$ cat src/rtl/scdsc_pkg.sv
package scdsc_pkg;

  // ************************************************************
  // Register map
  // ************************************************************
  // Printed offsets other than 8'h54 are not multiples of four, so they are indices.
  localparam logic [7:0] TRIM_IDX = 8'h66;
  localparam logic [7:0] DIV_IDX = 8'h61;
  localparam logic [7:0] SLEEP_IDX = 8'h53;
  localparam logic [7:0] STATUS_IDX = 8'h54;
  localparam logic [7:0] FUSE_IDX = 8'h55;
  localparam int ADDR_W = 12;

  localparam int UNLOCK_BIT = 7;
  localparam int SEL_MSB = 3;
  localparam logic [7:0] UNLOCK_PATTERN = 8'h80;
  localparam logic [3:0] SEL_RESET_PLAIN = 4'h0;
  localparam logic [3:0] SEL_RESET_DIV8 = 4'h3;
  localparam logic [3:0] SEL_MAX = 4'h8;
  localparam logic [2:0] UNLOCK_CYCLES = 3'h4;
  localparam logic [2:0] WAKE_HALT_CYCLES = 3'h4;
  localparam int SLEEP_ARM_BIT = 0;
  localparam int MODE_LSB = 1;
  localparam logic [7:0] DEFAULT_TRIM = 8'h80;

  localparam logic [1:0] RESP_OKAY = 2'h0;
  localparam logic [1:0] RESP_SLVERR = 2'h2;

  // ************************************************************
  // Sleep modes
  // ************************************************************
  localparam logic [2:0] MODE_IDLE = 3'h0;
  localparam logic [2:0] MODE_ADC_NR = 3'h1;
  localparam logic [2:0] MODE_PDOWN = 3'h2;
  localparam logic [2:0] MODE_PSAVE = 3'h3;
  localparam logic [2:0] MODE_STANDBY = 3'h6;
  localparam logic [2:0] MODE_EXT_STANDBY = 3'h7;

  typedef enum logic [3:0] {
    SCDSC_RUN = 4'b0001,
    SCDSC_SLEEP = 4'b0010,
    SCDSC_START = 4'b0100,
    SCDSC_HALT = 4'b1000
  } scdsc_state_e;

  typedef struct packed {
    logic core_clock_domain;
    logic flash_clock;
    logic peripheral_io_clock;
    logic converter_clock;
    logic async_clock;
    logic main_osc;
    logic timer_osc;
  } scdsc_gates_s;

  typedef struct packed {
    logic ext_irq_level;
    logic ext_irq_edge;
    logic pin_change_irq;
    logic two_wire_port_match;
    logic async_capable_timer;
    logic mem_ready;
    logic converter_done;
    logic watchdog_timer_unit;
    logic other_io;
  } scdsc_wake_s;

endpackage

$ cat src/rtl/scdsc_top.sv
// Chosen here: register access over AXI4-Lite.
`timescale 1ns/1ps
module scdsc_top
  import scdsc_pkg::*;
#(
  parameter logic [7:0] FACTORY_TRIM = DEFAULT_TRIM, // Arbitrary calibration value.
  parameter int START_CYCLES = 6
) (
  input wire logic aclk, // Clock.
  input wire logic aresetn, // Synchronous reset, low.
  input wire logic [ADDR_W-1:0] s_axi_awaddr, // Write address.
  input wire logic s_axi_awvalid, // Write address valid.
  output logic s_axi_awready, // Write address ready.
  input wire logic [31:0] s_axi_wdata, // Write data.
  input wire logic [3:0] s_axi_wstrb, // Write strobes.
  input wire logic s_axi_wvalid, // Write data valid.
  output logic s_axi_wready, // Write data ready.
  output logic [1:0] s_axi_bresp, // Write response.
  output logic s_axi_bvalid, // Write response valid.
  input wire logic s_axi_bready, // Write response ready.
  input wire logic [ADDR_W-1:0] s_axi_araddr, // Read address.
  input wire logic s_axi_arvalid, // Read address valid.
  output logic s_axi_arready, // Read address ready.
  output logic [31:0] s_axi_rdata, // Read data.
  output logic [1:0] s_axi_rresp, // Read response.
  output logic s_axi_rvalid, // Read data valid.
  input wire logic s_axi_rready, // Read ready.
  input wire logic divide_by_eight_fuse, // Fuse pin, high when programmed.
  input wire logic async_timer_on_async, // Async timer uses its own clock.
  input wire logic sleep_instr, // Sleep instruction executes, pulse.
  input wire logic bod_disable_req, // Software brown-out disable asked.
  input wire scdsc_wake_s wake_in, // Wake events from pins and units.
  output logic [7:0] trim_value, // Trim code to the oscillator.
  output logic sys_clk_en, // Divided system clock enable.
  output scdsc_gates_s gates, // Running clock domains.
  output logic brownout_off, // Brown-out monitor off.
  output logic core_halt, // Core stalled.
  output logic wake_irq, // Wake via interrupt, pulse.
  output logic wake_reset // Wake was by reset, restart at vector.
);

  if (START_CYCLES < 1 || START_CYCLES > 255) begin : g_bad_start
    $error("START_CYCLES out of range");
  end

  function automatic logic [7:0] pow2_mask(input logic [3:0] sel);
    pow2_mask = 8'((9'h001 << sel) - 9'h001);
  endfunction

  function automatic logic known_mode(input logic [2:0] m);
    known_mode = (m == MODE_IDLE) || (m == MODE_ADC_NR) || (m == MODE_PDOWN) ||
      (m == MODE_PSAVE) || (m == MODE_STANDBY) || (m == MODE_EXT_STANDBY);
  endfunction

  // ************************************************************
  // Input synchronisers
  // ************************************************************
  // Pins go through two stages; only the second is read. Its top bit marks that pin values have arrived.
  logic [11:0] sync1_reg;
  logic [11:0] sync2_reg;
  logic fuse_s;
  logic async_s;
  scdsc_wake_s wake_s;
  always_ff @(posedge aclk) begin
    if (!aresetn) begin
      sync1_reg <= 12'h000;
      sync2_reg <= 12'h000;
    end else begin
      sync1_reg <= {1'b1, divide_by_eight_fuse, async_timer_on_async, wake_in};
      sync2_reg <= sync1_reg;
    end
  end
  assign fuse_s = sync2_reg[10];
  assign async_s = sync2_reg[9];
  assign wake_s = sync2_reg[8:0];

  // ************************************************************
  // AXI4-Lite slave
  // ************************************************************
  logic aw_hold_reg;
  logic w_hold_reg;
  logic [ADDR_W-1:0] awaddr_reg;
  logic [31:0] wdata_reg;
  logic [3:0] wstrb_reg;
  logic wr_fire;
  logic [7:0] wr_idx;
  logic wr_lane0;
  logic [7:0] wbyte;
  assign wr_fire = aw_hold_reg && w_hold_reg && !s_axi_bvalid;
  assign wr_idx = awaddr_reg[9:2];
  assign wr_lane0 = wstrb_reg[0] && (awaddr_reg[ADDR_W-1:10] == 2'h0);
  assign wbyte = wdata_reg[7:0];

  always_ff @(posedge aclk) begin
    if (!aresetn) begin
      aw_hold_reg <= 1'b0;
      awaddr_reg <= '0;
    end else if (s_axi_awvalid && s_axi_awready) begin
      aw_hold_reg <= 1'b1;
      awaddr_reg <= s_axi_awaddr;
    end else if (wr_fire) begin
      aw_hold_reg <= 1'b0;
    end
  end

  always_ff @(posedge aclk) begin
    if (!aresetn) begin
      w_hold_reg <= 1'b0;
      wdata_reg <= 32'h0000_0000;
      wstrb_reg <= 4'h0;
    end else if (s_axi_wvalid && s_axi_wready) begin
      w_hold_reg <= 1'b1;
      wdata_reg <= s_axi_wdata;
      wstrb_reg <= s_axi_wstrb;
    end else if (wr_fire) begin
      w_hold_reg <= 1'b0;
    end
  end

  always_ff @(posedge aclk) begin
    if (!aresetn) begin
      s_axi_awready <= 1'b0;
      s_axi_wready <= 1'b0;
    end else begin
      s_axi_awready <= !aw_hold_reg && !(s_axi_awvalid && s_axi_awready);
      s_axi_wready <= !w_hold_reg && !(s_axi_wvalid && s_axi_wready);
    end
  end

  always_ff @(posedge aclk) begin
    if (!aresetn) begin
      s_axi_bvalid <= 1'b0;
      s_axi_bresp <= RESP_OKAY;
    end else if (wr_fire) begin
      s_axi_bvalid <= 1'b1;
      s_axi_bresp <= (wr_idx == TRIM_IDX || wr_idx == DIV_IDX || wr_idx == SLEEP_IDX ||
        wr_idx == STATUS_IDX || wr_idx == FUSE_IDX) ? RESP_OKAY : RESP_SLVERR;
    end else if (s_axi_bready) begin
      s_axi_bvalid <= 1'b0;
    end
  end

  // ************************************************************
  // Oscillator trim
  // ************************************************************
  // The code passes straight to the oscillator; bit 7 is the range bit.
  always_ff @(posedge aclk) begin
    if (!aresetn) begin
      trim_value <= FACTORY_TRIM;
    end else if (wr_fire && wr_lane0 && wr_idx == TRIM_IDX) begin
      trim_value <= wbyte;
    end
  end

  // ************************************************************
  // Divider control
  // ************************************************************
  logic unlock_reg;
  logic [2:0] unlock_cnt_reg;
  logic [3:0] sel_reg;
  logic sel_loaded_reg;
  logic div_wr;
  assign div_wr = wr_fire && wr_lane0 && wr_idx == DIV_IDX;

  always_ff @(posedge aclk) begin
    if (!aresetn) begin
      unlock_reg <= 1'b0;
      unlock_cnt_reg <= 3'h0;
    end else if (div_wr && wbyte == UNLOCK_PATTERN) begin
      if (!unlock_reg) begin
        unlock_reg <= 1'b1;
        unlock_cnt_reg <= UNLOCK_CYCLES;
      end else begin
        unlock_cnt_reg <= unlock_cnt_reg - 3'h1;
        unlock_reg <= unlock_cnt_reg != 3'h1;
      end
    end else if (unlock_reg) begin
      unlock_cnt_reg <= unlock_cnt_reg - 3'h1;
      unlock_reg <= !(div_wr || unlock_cnt_reg == 3'h1);
    end
  end

  // The fuse is loaded once, as soon as its level has crossed both sync stages after release.
  always_ff @(posedge aclk) begin
    if (!aresetn) begin
      sel_reg <= SEL_RESET_PLAIN;
      sel_loaded_reg <= 1'b0;
    end else if (!sel_loaded_reg && sync2_reg[11]) begin
      sel_loaded_reg <= 1'b1;
      sel_reg <= fuse_s ? SEL_RESET_DIV8 : SEL_RESET_PLAIN;
    end else if (div_wr && unlock_reg && !wbyte[UNLOCK_BIT]) begin
      sel_reg <= wbyte[SEL_MSB:0];
    end
  end

  // Synchronous counter at the undivided rate; a new rate starts at the next wrap so no short pulse appears.
  logic [7:0] div_cnt_reg;
  logic [3:0] active_sel_reg;
  logic [7:0] div_mask;

  assign div_mask = pow2_mask(active_sel_reg);

  always_ff @(posedge aclk) begin
    if (!aresetn) begin
      div_cnt_reg <= 8'h00;
      active_sel_reg <= SEL_RESET_PLAIN;
      sys_clk_en <= 1'b0;
    end else if ((div_cnt_reg & div_mask) == div_mask) begin
      div_cnt_reg <= 8'h00;
      sys_clk_en <= 1'b1;
      // Reserved codes keep the old rate rather than invent one.
      active_sel_reg <= (sel_reg <= SEL_MAX) ? sel_reg : active_sel_reg;
    end else begin
      div_cnt_reg <= div_cnt_reg + 8'h01;
      sys_clk_en <= 1'b0;
    end
  end

  // ************************************************************
  // Sleep controller
  // ************************************************************
  logic arm_reg;
  logic [2:0] mode_reg;
  scdsc_state_e state_reg;
  logic [7:0] wait_reg;
  logic wake_int;
  logic deep;
  always_ff @(posedge aclk) begin
    if (!aresetn) begin
      arm_reg <= 1'b0;
      mode_reg <= MODE_IDLE;
    end else if (wr_fire && wr_lane0 && wr_idx == SLEEP_IDX) begin
      arm_reg <= wbyte[SLEEP_ARM_BIT];
      mode_reg <= wbyte[MODE_LSB+2:MODE_LSB];
    end
  end

  assign deep = mode_reg != MODE_IDLE;

  always_comb begin
    wake_int = wake_s.pin_change_irq || wake_s.two_wire_port_match || wake_s.watchdog_timer_unit ||
      wake_s.ext_irq_level || (!deep && wake_s.ext_irq_edge);
    unique case (mode_reg)
      MODE_IDLE: begin
        wake_int = wake_int || wake_s.async_capable_timer || wake_s.mem_ready ||
          wake_s.converter_done || wake_s.other_io;
      end
      MODE_ADC_NR: begin
        wake_int = wake_int || (async_s && wake_s.async_capable_timer) || wake_s.mem_ready ||
          wake_s.converter_done;
      end
      MODE_PSAVE, MODE_EXT_STANDBY: begin
        wake_int = wake_int || wake_s.async_capable_timer;
      end
      default: wake_int = wake_int;
    endcase
  end

  // Register file and SRAM sit outside; only clocks stop, so contents stay.
  always_ff @(posedge aclk) begin
    if (!aresetn) begin
      state_reg <= SCDSC_RUN;
      wait_reg <= 8'h00;
      wake_irq <= 1'b0;
    end else begin
      wake_irq <= 1'b0;
      unique case (state_reg)
        SCDSC_RUN: begin
          if (sleep_instr && arm_reg && known_mode(mode_reg)) begin
            state_reg <= SCDSC_SLEEP;
          end
        end
        SCDSC_SLEEP: begin
          if (wake_int) begin
            state_reg <= SCDSC_START;
            wait_reg <= 8'(START_CYCLES);
          end
        end
        SCDSC_START: begin
          wait_reg <= wait_reg - 8'h01;
          if (wait_reg == 8'h01) begin
            state_reg <= SCDSC_HALT;
            wait_reg <= {5'h00, WAKE_HALT_CYCLES};
          end
        end
        SCDSC_HALT: begin
          wait_reg <= wait_reg - 8'h01;
          if (wait_reg == 8'h01) begin
            state_reg <= SCDSC_RUN;
            wake_irq <= 1'b1;
          end
        end
      endcase
    end
  end

  always_ff @(posedge aclk) begin
    if (!aresetn) begin
      wake_reset <= 1'b1;
    end else if (state_reg == SCDSC_SLEEP) begin
      wake_reset <= 1'b0;
    end
  end

  always_ff @(posedge aclk) begin
    if (!aresetn) begin
      gates <= '1;
      brownout_off <= 1'b0;
      core_halt <= 1'b0;
    end else begin
      gates <= '1;
      brownout_off <= 1'b0;
      core_halt <= state_reg != SCDSC_RUN;
      if (state_reg == SCDSC_SLEEP) begin
        brownout_off <= bod_disable_req && mode_reg != MODE_IDLE && mode_reg != MODE_ADC_NR;
        gates.core_clock_domain <= 1'b0;
        gates.flash_clock <= 1'b0;
        gates.peripheral_io_clock <= mode_reg == MODE_IDLE;
        gates.converter_clock <= mode_reg == MODE_IDLE || mode_reg == MODE_ADC_NR;
        gates.async_clock <= mode_reg == MODE_IDLE || mode_reg == MODE_ADC_NR ||
          mode_reg == MODE_PSAVE || (mode_reg == MODE_EXT_STANDBY && async_s);
        gates.main_osc <= mode_reg != MODE_PDOWN && mode_reg != MODE_PSAVE;
        gates.timer_osc <= async_s && (mode_reg == MODE_IDLE || mode_reg == MODE_ADC_NR ||
          mode_reg == MODE_PSAVE || mode_reg == MODE_EXT_STANDBY);
      end
    end
  end

  // ************************************************************
  // Read channel
  // ************************************************************
  logic [7:0] rd_idx;
  logic rd_bad;
  logic [7:0] rd_byte;

  assign rd_idx = s_axi_araddr[9:2];
  always_comb begin
    rd_bad = s_axi_araddr[ADDR_W-1:10] != 2'h0;
    rd_byte = 8'h00;
    if (rd_idx == TRIM_IDX) begin
      rd_byte = trim_value;
    end else if (rd_idx == DIV_IDX) begin
      rd_byte = {unlock_reg, 3'h0, sel_reg};
    end else if (rd_idx == SLEEP_IDX) begin
      rd_byte = {4'h0, mode_reg, arm_reg};
    end else if (rd_idx == STATUS_IDX) begin
      rd_byte = {4'h0, state_reg};
    end else if (rd_idx == FUSE_IDX) begin
      rd_byte = {6'h00, async_s, fuse_s};
    end else begin
      rd_bad = 1'b1;
    end
  end

  always_ff @(posedge aclk) begin
    if (!aresetn) begin
      s_axi_arready <= 1'b0;
      s_axi_rvalid <= 1'b0;
      s_axi_rdata <= 32'h0000_0000;
      s_axi_rresp <= RESP_OKAY;
    end else begin
      s_axi_arready <= !s_axi_rvalid && !(s_axi_arvalid && s_axi_arready);
      if (s_axi_arvalid && s_axi_arready) begin
        s_axi_rvalid <= 1'b1;
        s_axi_rdata <= {24'h00_0000, rd_bad ? 8'h00 : rd_byte};
        s_axi_rresp <= rd_bad ? RESP_SLVERR : RESP_OKAY;
      end else if (s_axi_rready) begin
        s_axi_rvalid <= 1'b0;
      end
    end
  end

endmodule

$ cat config.mk
export PLATFORM = sky130hd
export DESIGN_NAME = scdsc_top
export DESIGN_NICKNAME = d
export VERILOG_FILES = /design/src/rtl/scdsc_pkg.sv /design/src/rtl/scdsc_top.sv
export SDC_FILE = /design/constraint.sdc
export NUM_CORES = 1
export LEC_CHECK = 0
export BUFFER_PORTS_ARGS = -buffer_cell sky130_fd_sc_hd__buf_2
export CORE_AREA = 2 2 103 105
export CTS_BUF_LIST = sky130_fd_sc_hd__clkbuf_8
export DETAILED_ROUTE_END_ITERATION = 10
export DIE_AREA = 0 0 105 107
export MAX_ROUTING_LAYER = met4
export PLACE_DENSITY_LB_ADDON = 0.15
export SYNTH_ARGS = -nofsm -noshare
export SYNTH_HDL_FRONTEND = slang
export SYNTH_SLANG_ARGS = --single-unit
$ cat constraint.sdc
create_clock -name aclk -period 4.1 [get_ports aclk]
set_input_delay 0.615 -clock aclk [delete_from_list [all_inputs] [get_ports aclk]]
set_output_delay 0.615 -clock aclk [all_outputs]
set_load 0.01 [all_outputs]
# Word-level counts from Yosys, hierarchy flattened

Index checks and enable logic that the tools add are counted.

Bits in writable memories: 0
Bits in latches: 0
Input bits: 80
Memories: 0
Memory bits (read-only): 0
Logic and storage cells: 200
Register bits: 121
Output and inout bits: 61

Bitwise gates (word level): 2
Reductions and logical operators: 79
$lt $le $gt $ge: 1
$add $sub $neg: 4
Equal/unequal tests: 32
Div/mod/pow operators: 0
Multipliers: 0
Shifts and indexed selects: 1
Multiplexer cells: 42

Operator list:

| kind                                                                   | number |
|---|---|
| 8-bit by 7-bit equality test with 1-bit output (second input constant) | 10 |
| 8-bit 2-to-1 mux                                                       | 5 |
| 4-bit 2-to-1 mux                                                       | 8 |
| 1-bit logical AND                                                      | 26 |
| 1-bit logical OR                                                       | 24 |
| 8-bit case mux with 3 select lines                                     | 1 |
| 1-bit 2-to-1 mux                                                       | 17 |
| 4-bit case mux with 4 select lines                                     | 1 |
| 8-bit by 1-bit subtractor with 8-bit output (second input constant)    | 2 |
| 2-bit nonzero test                                                     | 7 |
| 12-bit 2-to-1 mux                                                      | 1 |
| 1-bit zero test                                                        | 11 |
| 3-bit 2-to-1 mux                                                       | 3 |
| 8-bit by 1-bit adder with 8-bit output (second input constant)         | 1 |
| 8-bit bitwise AND                                                      | 1 |
| 8-bit by 1-bit equality test with 1-bit output (second input constant) | 1 |
| 8-bit equality test                                                    | 1 |
| 8-bit equality test (second input constant)                            | 1 |
| 2-bit 2-to-1 mux                                                       | 4 |
| 2-bit != test (second input constant)                                  | 4 |
| 2-bit AND reduction                                                    | 4 |
| 1-bit by 4-bit << shifter with 8-bit output (first input constant)     | 1 |
| 7-bit 2-to-1 mux                                                       | 1 |
| 3-bit by 1-bit equality test with 1-bit output (second input constant) | 2 |
| other kinds (18)                                                       | 24 |

# Logic depth before layout (Yosys ltp)

Gate-level depths: netlist (run 1).

Depth after elaboration: 11
Gate-level depth with buffers: 9

# Least setup slack after synthesis (run 1)

OpenSTA, ideal clock, no wires.

Path kind: reg2reg
Start point: register active_sel_reg[0]
End point: register active_sel_reg[3]
Stages on the path, launching flop included: 9
Required time: 3981 ps
Data arrival time: 2356 ps
Setup slack: 1625 ps
Library setup time: 119 ps
Clock period less this slack: 2475 ps
Cell sequence: dfxtp_1 buf_6 or4_4 ha_1 or4_1 a211o_1 o221ai_1 nor3_4 o221a_1

Word-level cells in the longest chain between the ends: 5

RTL lines:

| element                                       | line             | source |
|---|---|---|
| start: declaration                            | scdsc_top.sv:198 | `logic [3:0] active_sel_reg;` |
| start signal: assignment                      | scdsc_top.sv:212 | `active_sel_reg <= (sel_reg <= SEL_MAX) ? sel_reg : active_sel_reg;` |
| 1-bit by 4-bit << shifter with 8-bit output * | scdsc_top.sv:47  | `pow2_mask = 8'((9'h001 << sel) - 9'h001);` |
| 8-bit by 1-bit subtractor with 8-bit output * | scdsc_top.sv:47  |  |
| 8-bit bitwise AND                             | scdsc_top.sv:208 | `end else if ((div_cnt_reg & div_mask) == div_mask) begin` |
| 8-bit equality test *                         | scdsc_top.sv:208 |  |
| 2-bit AND reduction (no source line) *        | n/a              |  |

Every way passes the cells marked *; elsewhere a longest branch is shown, timed or not.
A chain may end at the register's enable or synchronous reset.

# Worst setup path in the final report (run 1)

Ends and elaborated chain as after synthesis.

==> metrics.log, run 1 <==
INFO  metric route.detailed.drc = 0
INFO  metric synthesis.instances = approximately 570
INFO  metric buffer_ports.inserted = a little over 80
INFO  metric drt-pass1-iter-count = 4
INFO  metric critPathLaunchType = flip-flop
INFO  metric filler_cell_count = around 950
INFO  metric cp_data_arrival_time = 2.95 ns
INFO  metric max_stage_delay_on_crit_path = about 0.6 ns
INFO  metric reg2reg_depth = 7
INFO  metric wl_per_cell = between 10 and 15 um
INFO  metric timing.slew.headroom = between 30% and 40%
INFO  metric rsz0062_at_grt = no
INFO  metric grt_start_max_net_pins = 51
INFO  metric non_filler_cells_final = around 800
INFO  metric vdd_drop_max = between 200 and 300 uV
INFO  metric finalWirelength = between 10 and 15 mm
INFO  metric postSynth.asyncResetShare = 0%
INFO  metric maxCapViolCount = 0
INFO  metric outcome = completed
INFO  metric wire_length_of_the_first_global_routing_pass = about 19 mm
INFO  metric post_route_cells_drive_above_1_share = between 10% and 20%
INFO  metric fin_crit_sh = 63.5%
INFO  metric clkTransAtPathRegs = around 0.07 ns
INFO  metric die_area = approximately 11000 sq um
INFO  metric cts_root_buf = sky130_fd_sc_hd__clkbuf_8
INFO  metric postCtsResizedCells = 0
INFO  metric placed_cells = between 700 and 800
INFO  metric routabilityCongestion = between 0.8 and 0.9
INFO  metric detailedPlacementHpwl = between 7 and 8 mm
INFO  metric detail-route-antenna-nets = 0
INFO  metric detail_route.vias_per_cell = between 5 and 6
INFO  metric worstPathMaxFanout = 9
INFO  metric fp.dieW = between 100 and 150 um
INFO  metric area_delta_synth_final = 15.7%
INFO  metric tritoncts.num_buffers = 17
INFO  metric core_area = a little over 10000 sq um
INFO  metric clock_tree_from_tritoncts = done
INFO  metric floorplan.io_pins = ~140
INFO  metric fin_area = between 5000 and 6000 sq um
INFO  metric fin_crit = 2.60 ns
INFO  metric synth_ff_type = sky130_fd_sc_hd__dfxtp_1
INFO  metric vias = ~4100
INFO  metric hold_buffers = 0
INFO  metric cts.sinks = around 120
INFO  metric finalHoldViolations = 0
INFO  metric htree_num_levels = 4
INFO  metric worstPathRequired = roughly 4.5 ns
INFO  metric ys_ff_latch = 116
INFO  metric edff_count_synth = 0
INFO  metric power.leakage = between 2 and 2.5 nW
INFO  metric cp_cell_sequence = or4_4, ha_1, or4_1, a211o_1, o221ai_1, or2_4, o221a_1
INFO  metric criticalPathCategory = reg2reg
INFO  metric postCtsSetupRepairBufs = 0
INFO  metric antenna_violations_before_repair = 0
INFO  metric num-nets-final = approximately 740
INFO  metric worst_skew_pair_latency = ~0.4 ns
INFO  metric fraction_of_the_yosys_area_taken_by_sequential_cells = about 46%
INFO  metric critical_path.slowest_cell = sky130_fd_sc_hd__or4_4
INFO  metric total_global_route_track_usage = a little over a fifth
INFO  metric initial_utilization = about half
INFO  metric postSynthAreaPerCell = approximately 9 sq um
INFO  metric dr.first_iter.drc_count = between 200 and 300
INFO  metric critical_path.endpoint_type = flip-flop
INFO  metric yosysWarnings = 0
INFO  metric totalNegativeSetupSlack = 0 ns
INFO  metric rows = 37
INFO  metric placement.cell_area = approximately 5400 sq um
INFO  metric power.density = about 460 nW/um^2
INFO  metric min-delay-path-class = in2reg
INFO  metric first_global_vias = approximately 4000
INFO  metric whs_path_depth = 2
INFO  metric setup_violations = 0
INFO  metric yosysUniqueCellTypes = between 60 and 70
INFO  metric n_antenna_cell = 0
INFO  metric die_h = 107 um
INFO  metric maxClockFrequency = about 0.38 GHz
INFO  metric worst-slew-pin-transition = a little over 1 ns
INFO  metric worst_clock_skew_on_the_final_layout = between 0.008 and 0.009 ns
INFO  metric global_route.overflow_total = 0
INFO  metric drv_slew = 0
INFO  metric clockBufferDepth = 2
INFO  metric syn-cell-area = between 5000 and 6000 sq um
INFO  metric final_core_utilization = approximately 58%
-- power by group --
part	internal [W]	switching [W]	total [W]	leakage, nW
Combinational	0.000181	0.000212	0.000393	1.28
Sequential	0.00118	0.0000512	0.00123	0.945
Clock	0.000603	0.000442	0.00105	0.213
-- through the flow --
stage / setup WS [ns] / hold slack, ns / total power [W]
after global placement: 1.58 / 0.416 / 0.00164
final: 1.50 / 0.403 / 0.00267
after detailed placement: 1.51 / 0.417 / 0.00165
after floorplan: 1.63 / 0.412 / 0.00158
after CTS: 1.49 / 0.373 / 0.00270
after global routing: 1.35 / 0.374 / 0.00281
-- critical path, delay by kind of cell (launching register included) --
family	cells	cell delay (ns)
flops	1	0.39
compound gates	3	0.61
fa+ha+maj	1	0.30
simple gates	3	1.25
-- cells by family (layout without fill, tap and decap cells) --
| kind of cell | after synthesis | count (layout) | synth area share, % |
|---|---|---|---|
| AOI/OAI and AO/OA | 118 | 118 | 15.7 |
| xor gates and xnor gates | 7 | 7 | 1.22 |
| adders and majority gates | 6 | 6 | 1.49 |
| buffers and inverters | 68 | 135 | 7.27 |
| DFF | 116 | 116 | 46.0 |
| muxes | 18 | 18 | 3.60 |
| other | 1 | 26 | 0.0743 |
| and+or+nand+nor | 239 | 239 | 24.6 |
-- final cells by class --
class	count	area, sq um	share of cell area [%]
multi-input cells	414	2450	42.0
flip-flops and latches	116	2320	39.8
repair buffers	85	430	7.37
clock buffers	18	248	4.24
well taps	136	170	2.92
clock inverters	13	145	2.49
inverters	19	71.3	1.22
-- cells in the mapped netlist, drive strengths merged (7+ instances only) --
library cell,instances,area [sq um]
o21a,7,52.6
nand3,8,40.0
nor3,12,71.3
buf,34,239
o21ai,19,98.9
dfxtp,116,2320
nor2,48,180
a21oi,46,230
mux2i,17,170
clkbuf,15,56.3
and2,30,188
inv,19,71.3
nand3b,7,52.6
nand2b,11,68.8
nand2,78,293
nor3b,8,60.1
-- per-layer routing --
metal	routed length (um)	global-route usage [%]
met5	0	-
met4	107	6.67
met3	675	7.17
met2	4800	30.9
met1	5240	27.8
-- placed cells by master (no fill, tap or decap), drive strengths merged, types with 2 or more instances in the layout --
master	n
o21a	7
or4	2
o221a	2
nand3b	7
conb	26
bufinv	3
nand3	8
o22ai	5
dfxtp	116
clkinv	5
buf	85
o21ai	19
clkbuf	18
a211oi	4
mux2i	17
nor2b	6
xor2	4
and2	30
a22oi	5
nor2	48
o31ai	4
o311ai	4
and3	3
o22a	2
ha	6
or3	2
nor3b	8
a21oi	46
or2	5
nor4b	3
xnor2	3
inv	23
a22o	3
nand2b	11
nand4	5
and3b	3
a31oi	6
nor3	12
nor4	5
nand2	78
-- final timing paths --
kind,from,to,slack (ns)
setup / recovery,active_sel_reg[0],active_sel_reg[3],1.50
hold reg to reg,sync1_reg[0],sync2_reg[0],0.43
hold / removal,async_timer_on_async,sync1_reg[9],0.40
setup reg to reg,active_sel_reg[0],active_sel_reg[3],1.50
(Power assumes the default switching activity.)
==> inputs of run 2 (changes only) <==
ABC_AREA = 1   (was default)
CORE_AREA = 2 2 105 107   (was 2 2 103 105)
DIE_AREA = 0 0 107 109   (was 0 0 105 107)
clock period = 2.3 ns   (was 4.1 ns; I/O delays follow)
==> run 2 against run 1 <==
Cell count is 19% higher. Via count is 10% higher. Sequential power is 77% higher. Worst setup slack worse by 1.1 ns. Clock power is 89% higher. Worst hold slack worse by 0.31 ns. Core utilization is 1.2 points lower. Synthesized area is 0.87% higher. Cell area is 2.9% higher. Total power is 82% higher. Sequential cell count stayed put. First-iteration DRC count is 44% lower.
==> metrics.log, run 2 <==
INFO  metric outcome = completed (unchanged)
INFO  metric vdd_drop_max = 394 uV (was 279 uV)
INFO  metric critPathLaunchType = flip-flop (unchanged)
INFO  metric largest_family_of_logic_cells_by_synthesized_area = simple AND/OR/NAND/NOR gates (unchanged)
INFO  metric postSynth.asyncResetShare = 0% (unchanged)
INFO  metric die_h = 109 um (was 107 um)
INFO  metric worst_hold_startpoint = wake_in[6] (was async_timer_on_async)
INFO  metric globalRouteMet1Util = 25.9% (was 27.8%)
INFO  metric yosysUniqueCellTypes = 36 (was 66)
INFO  metric finalHoldViolations = 0 (unchanged)
INFO  metric postCtsResizedCells = 0 (unchanged)
INFO  metric synth.area.top_cells = sky130_fd_sc_hd__dfxtp_1, sky130_fd_sc_hd__nand2_1, sky130_fd_sc_hd__nor2_1, sky130_fd_sc_hd__inv_1, sky130_fd_sc_hd__nand3_1 (was sky130_fd_sc_hd__dfxtp_1, sky130_fd_sc_hd__nand2_1, sky130_fd_sc_hd__a21oi_1, sky130_fd_sc_hd__buf_4, sky130_fd_sc_hd__and2_1)
INFO  metric route.detailed.drc = 0 (unchanged)
INFO  metric worst_skew_pair_latency = 0.44 ns (was 0.41 ns)
INFO  metric post_layout_power = 0.00486 W (was 0.00267 W)
INFO  metric dr.first_iter.drc_count = 152 (was 273)
INFO  metric floorplan.io_pins = 141 (unchanged)
INFO  metric power.density = 809 nW/um^2 (was 458 nW/um^2)
INFO  metric cts.sinks = 116 (unchanged)
INFO  metric fin_crit = 1.91 ns (was 2.60 ns)
INFO  metric syn-cell-area = 5090 sq um (was 5040 sq um)
INFO  metric buffer_ports.inserted = 83 (unchanged)
INFO  metric post_route_cells_drive_above_1_share = 17.6% (was 19.5%)
INFO  metric yosysWarnings = 0 (unchanged)
INFO  metric antenna_violations_before_repair = 0 (unchanged)
INFO  metric share_seq_of_total_power = 44.9% (was 46.2%)
INFO  metric reg2reg_depth = 9 (was 7)
INFO  metric worstPathMaxFanout = 8 (was 9)
INFO  metric fraction_of_the_yosys_area_taken_by_sequential_cells = 45.6% (was 46.0%)
INFO  metric routabilityCongestion = 0.847 (was 0.885)
INFO  metric totalNegativeSetupSlack = 0 ns (unchanged)
INFO  metric worstPathRequired = 2.65 ns (was 4.45 ns)
INFO  metric worst-slew-pin-transition = 0.616 ns (was 1.03 ns)
INFO  metric drt-pass1-iter-count = 4 (unchanged)
INFO  metric fin_crit_sh = 82.9% (was 63.5%)
INFO  metric grt_start_max_net_pins = 47 (was 51)
INFO  metric post_synth_and_or_nand_nor_area_fraction = 28.3% (was 24.6%)
INFO  metric worst_clock_skew_on_the_final_layout = 0.00578 ns (was 0.00885 ns)
INFO  metric edff_count_synth = 0 (unchanged)
INFO  metric detail_route.vias_per_cell = 4.79 (was 5.15)
INFO  metric first_global_vias = 4236 (was 4007)
INFO  metric rrSetupSlack = 0.39 ns (was 1.50 ns)
INFO  metric core_area = 10600 sq um (was 10100 sq um)
INFO  metric yosysMostFrequentCell = sky130_fd_sc_hd__nand2_1 (was sky130_fd_sc_hd__dfxtp_1)
INFO  metric criticalPathCategory = reg2reg (unchanged)
INFO  metric cp_data_arrival_time = 2.25 ns (was 2.95 ns)
INFO  metric whs_path_depth = 3 (was 2)
INFO  metric fp.dieW = 107 um (was 105 um)
INFO  metric synth_top_area_share = 45.6% (was 46.0%)
INFO  metric finalWirelength = 11.0 mm (was 10.8 mm)
INFO  metric mostFrequentLayoutCell = sky130_fd_sc_hd__nand2_1 (was sky130_fd_sc_hd__dfxtp_1)
INFO  metric clkTransAtPathRegs = 0.07 ns (about the same)
INFO  metric synthesis.instances = 706 (was 573)
INFO  metric power.leakage = 2.93 nW (was 2.44 nW)
INFO  metric drv_slew = 0 (unchanged)
INFO  metric num-nets-final = 885 (was 739)
INFO  metric most-common-layout-cells = sky130_fd_sc_hd__nand2_1, sky130_fd_sc_hd__dfxtp_1, sky130_fd_sc_hd__nor2_1, sky130_fd_sc_hd__inv_1, sky130_fd_sc_hd__buf_2 (was sky130_fd_sc_hd__dfxtp_1, sky130_fd_sc_hd__buf_2, sky130_fd_sc_hd__nand2_1, sky130_fd_sc_hd__nor2_1, sky130_fd_sc_hd__a21oi_1)
INFO  metric preCtsSetupSlack = 0.394 ns (was 1.51 ns)
INFO  metric wire_length_of_the_first_global_routing_pass = 19.0 mm (was 18.5 mm)
INFO  metric rsz0062_at_grt = no (unchanged)
INFO  metric post_synth_top_cells = sky130_fd_sc_hd__nand2_1, sky130_fd_sc_hd__dfxtp_1, sky130_fd_sc_hd__nor2_1, sky130_fd_sc_hd__inv_1, sky130_fd_sc_hd__nand3_1 (was sky130_fd_sc_hd__dfxtp_1, sky130_fd_sc_hd__nand2_1, sky130_fd_sc_hd__nor2_1, sky130_fd_sc_hd__a21oi_1, sky130_fd_sc_hd__and2_1)
INFO  metric setup_violations = 0 (unchanged)
INFO  metric power.share.clock = 40.8% (was 39.1%)
INFO  metric initial_utilization = 48.0% (was 50.0%)
INFO  metric postSynthAreaPerCell = 7.21 sq um (was 8.80 sq um)
INFO  metric timing.final.ws_setup = 0.393 ns (was 1.50 ns)
INFO  metric detailedPlacementHpwl = 8.04 mm (was 7.77 mm)
INFO  metric clock_tree_from_tritoncts = done (unchanged)
INFO  metric synth_adder_area_share = 1.48% (was 1.49%)
INFO  metric vias = 4560 (was 4129)
INFO  metric postCtsSetupRepairBufs = 0 (unchanged)
INFO  metric power.combinational.fraction = 14.3% (was 14.7%)
INFO  metric post_synth_mux_area_share = 0% (was 3.60%)
INFO  metric synth_ff_type = sky130_fd_sc_hd__dfxtp_1 (unchanged)
INFO  metric timing.slew.headroom = 58.6% (was 30.8%)
INFO  metric yosys.area_share.xor_xnor = 1.72% (was 1.22%)
INFO  metric rows = 38 (was 37)
INFO  metric cts_root_buf = sky130_fd_sc_hd__clkbuf_8 (unchanged)
INFO  metric total_global_route_track_usage = 21.1% (was 21.2%)
INFO  metric gr-usage-met2 = 34.1% (was 30.9%)
INFO  metric gr_layer_usage_met3 = 5.80% (was 7.17%)
INFO  metric rr_startpoint = active_sel_reg[2] (was active_sel_reg[0])
INFO  metric global_route.overflow_total = 0 (unchanged)
INFO  metric n_antenna_cell = 0 (unchanged)
INFO  metric detail-route-antenna-nets = 0 (unchanged)
INFO  metric critical_path.endpoint_type = flip-flop (unchanged)
INFO  metric power.net_switching = 0.00134 W (was 0.000705 W)
INFO  metric crit-reg2reg-capture = div_cnt_reg[7] (was active_sel_reg[3])
INFO  metric min_delay_worst_endpoint = sync1_reg[6] (was sync1_reg[9])
INFO  metric die_area = 11700 sq um (was 11200 sq um)
INFO  metric p_int = 0.00352 W (was 0.00197 W)
INFO  metric hold_buffers = 0 (unchanged)
INFO  metric maxClockFrequency = 0.524 GHz (was 0.384 GHz)
INFO  metric htree_num_levels = 4 (unchanged)
INFO  metric grt_busiest_layer = met2 (unchanged)
INFO  metric tritoncts.num_buffers = 17 (unchanged)
INFO  metric min-delay-path-class = in2reg (unchanged)
INFO  metric wl_per_cell = 11.5 um (was 13.5 um)
INFO  metric maxCapViolCount = 0 (unchanged)
INFO  metric power_switching_share = 27.6% (was 26.4%)
INFO  metric area_delta_synth_final = 18.1% (was 15.7%)
INFO  metric clockBufferDepth = 2 (unchanged)
INFO  metric synth_compound_area_share = 10.8% (was 15.7%)
INFO  metric ys_ff_latch = 116 (unchanged)
INFO  metric post-synth-top-area-cell = sky130_fd_sc_hd__dfxtp_1 (unchanged)
## run 2: kinds of logic (layout without fill, tap and decap cells)
logic type | Yosys count | in the layout
other | 1 | 26
AOI/OAI and AO/OA | 104 | 104
adders and majority gates | 6 | 6
DFF | 116 | 116
xor gates and xnor gates | 10 | 10
and+or+nand+nor | 334 | 334
buffers and inverters | 135 | 216
## run 2: cell type report
type	count	area, sq um
fill	1004	4590
sequential	116	2320
multi-input combinational	480	2250
timing repair buffer	90	480
inverter	94	353
clock buffer	20	275
tap	140	175
clock inverter	12	154
## run 2: power groups by stage
stage | clock [W] | sequential, W | combinational [W]
detailed placement | 0 | 0.00223 | 0.000690
global route | 0.00212 | 0.00219 | 0.000821
CTS | 0.00201 | 0.00218 | 0.000693
finish | 0.00198 | 0.00218 | 0.000693
floorplan | 0 | 0.00222 | 0.000558
global placement | 0 | 0.00222 | 0.000671
## run 2: worst max path at each step
stage	slack, ns	endpoint	from
after floorplan	0.59	active_sel_reg[0]	active_sel_reg[2]
after global placement	0.47	div_cnt_reg[7]	active_sel_reg[2]
after detailed placement	0.39	div_cnt_reg[7]	active_sel_reg[2]
after CTS	0.37	div_cnt_reg[7]	active_sel_reg[2]
after global routing	0.23	active_sel_reg[0]	active_sel_reg[2]
final	0.39	div_cnt_reg[7]	active_sel_reg[2]
## run 2: critical path, cell delays in order (launching register included)
cell and delay [ns]:
sky130_fd_sc_hd__dfxtp_1 0.36, sky130_fd_sc_hd__nor2_4 0.21, sky130_fd_sc_hd__nand3_1 0.10, sky130_fd_sc_hd__ha_1 0.27, sky130_fd_sc_hd__or2_2 0.28, sky130_fd_sc_hd__nand2_1 0.08, sky130_fd_sc_hd__nor2_2 0.04, sky130_fd_sc_hd__nand2_2 0.11
sky130_fd_sc_hd__o21ai_2 0.14, sky130_fd_sc_hd__nor3b_1 0.22
## run 2: stage by stage
stage | utilization [%] | hold slack, ns | area [sq um] | std cells
3_3_place_gp | 52.6 | 0.395 | 5580 | 920
4_1_cts | 56.7 | 0.0729 | 6010 | 952
6_report | 56.7 | 0.0921 | 6010 | 952
5_1_grt | 56.7 | 0.0683 | 6010 | 952
3_5_place_dp | 52.6 | 0.396 | 5580 | 920
2_1_floorplan | - | 0.373 | 5180 | 731
## run 2: metal layers
metal	vias to the layer above	part of all wire [%]	wire, um
met5	-	0	0
met2	118	45	4970
met4	0	1.3	140
met3	12	5.7	619
met1	2057	48	5230
li1	2373	-	-
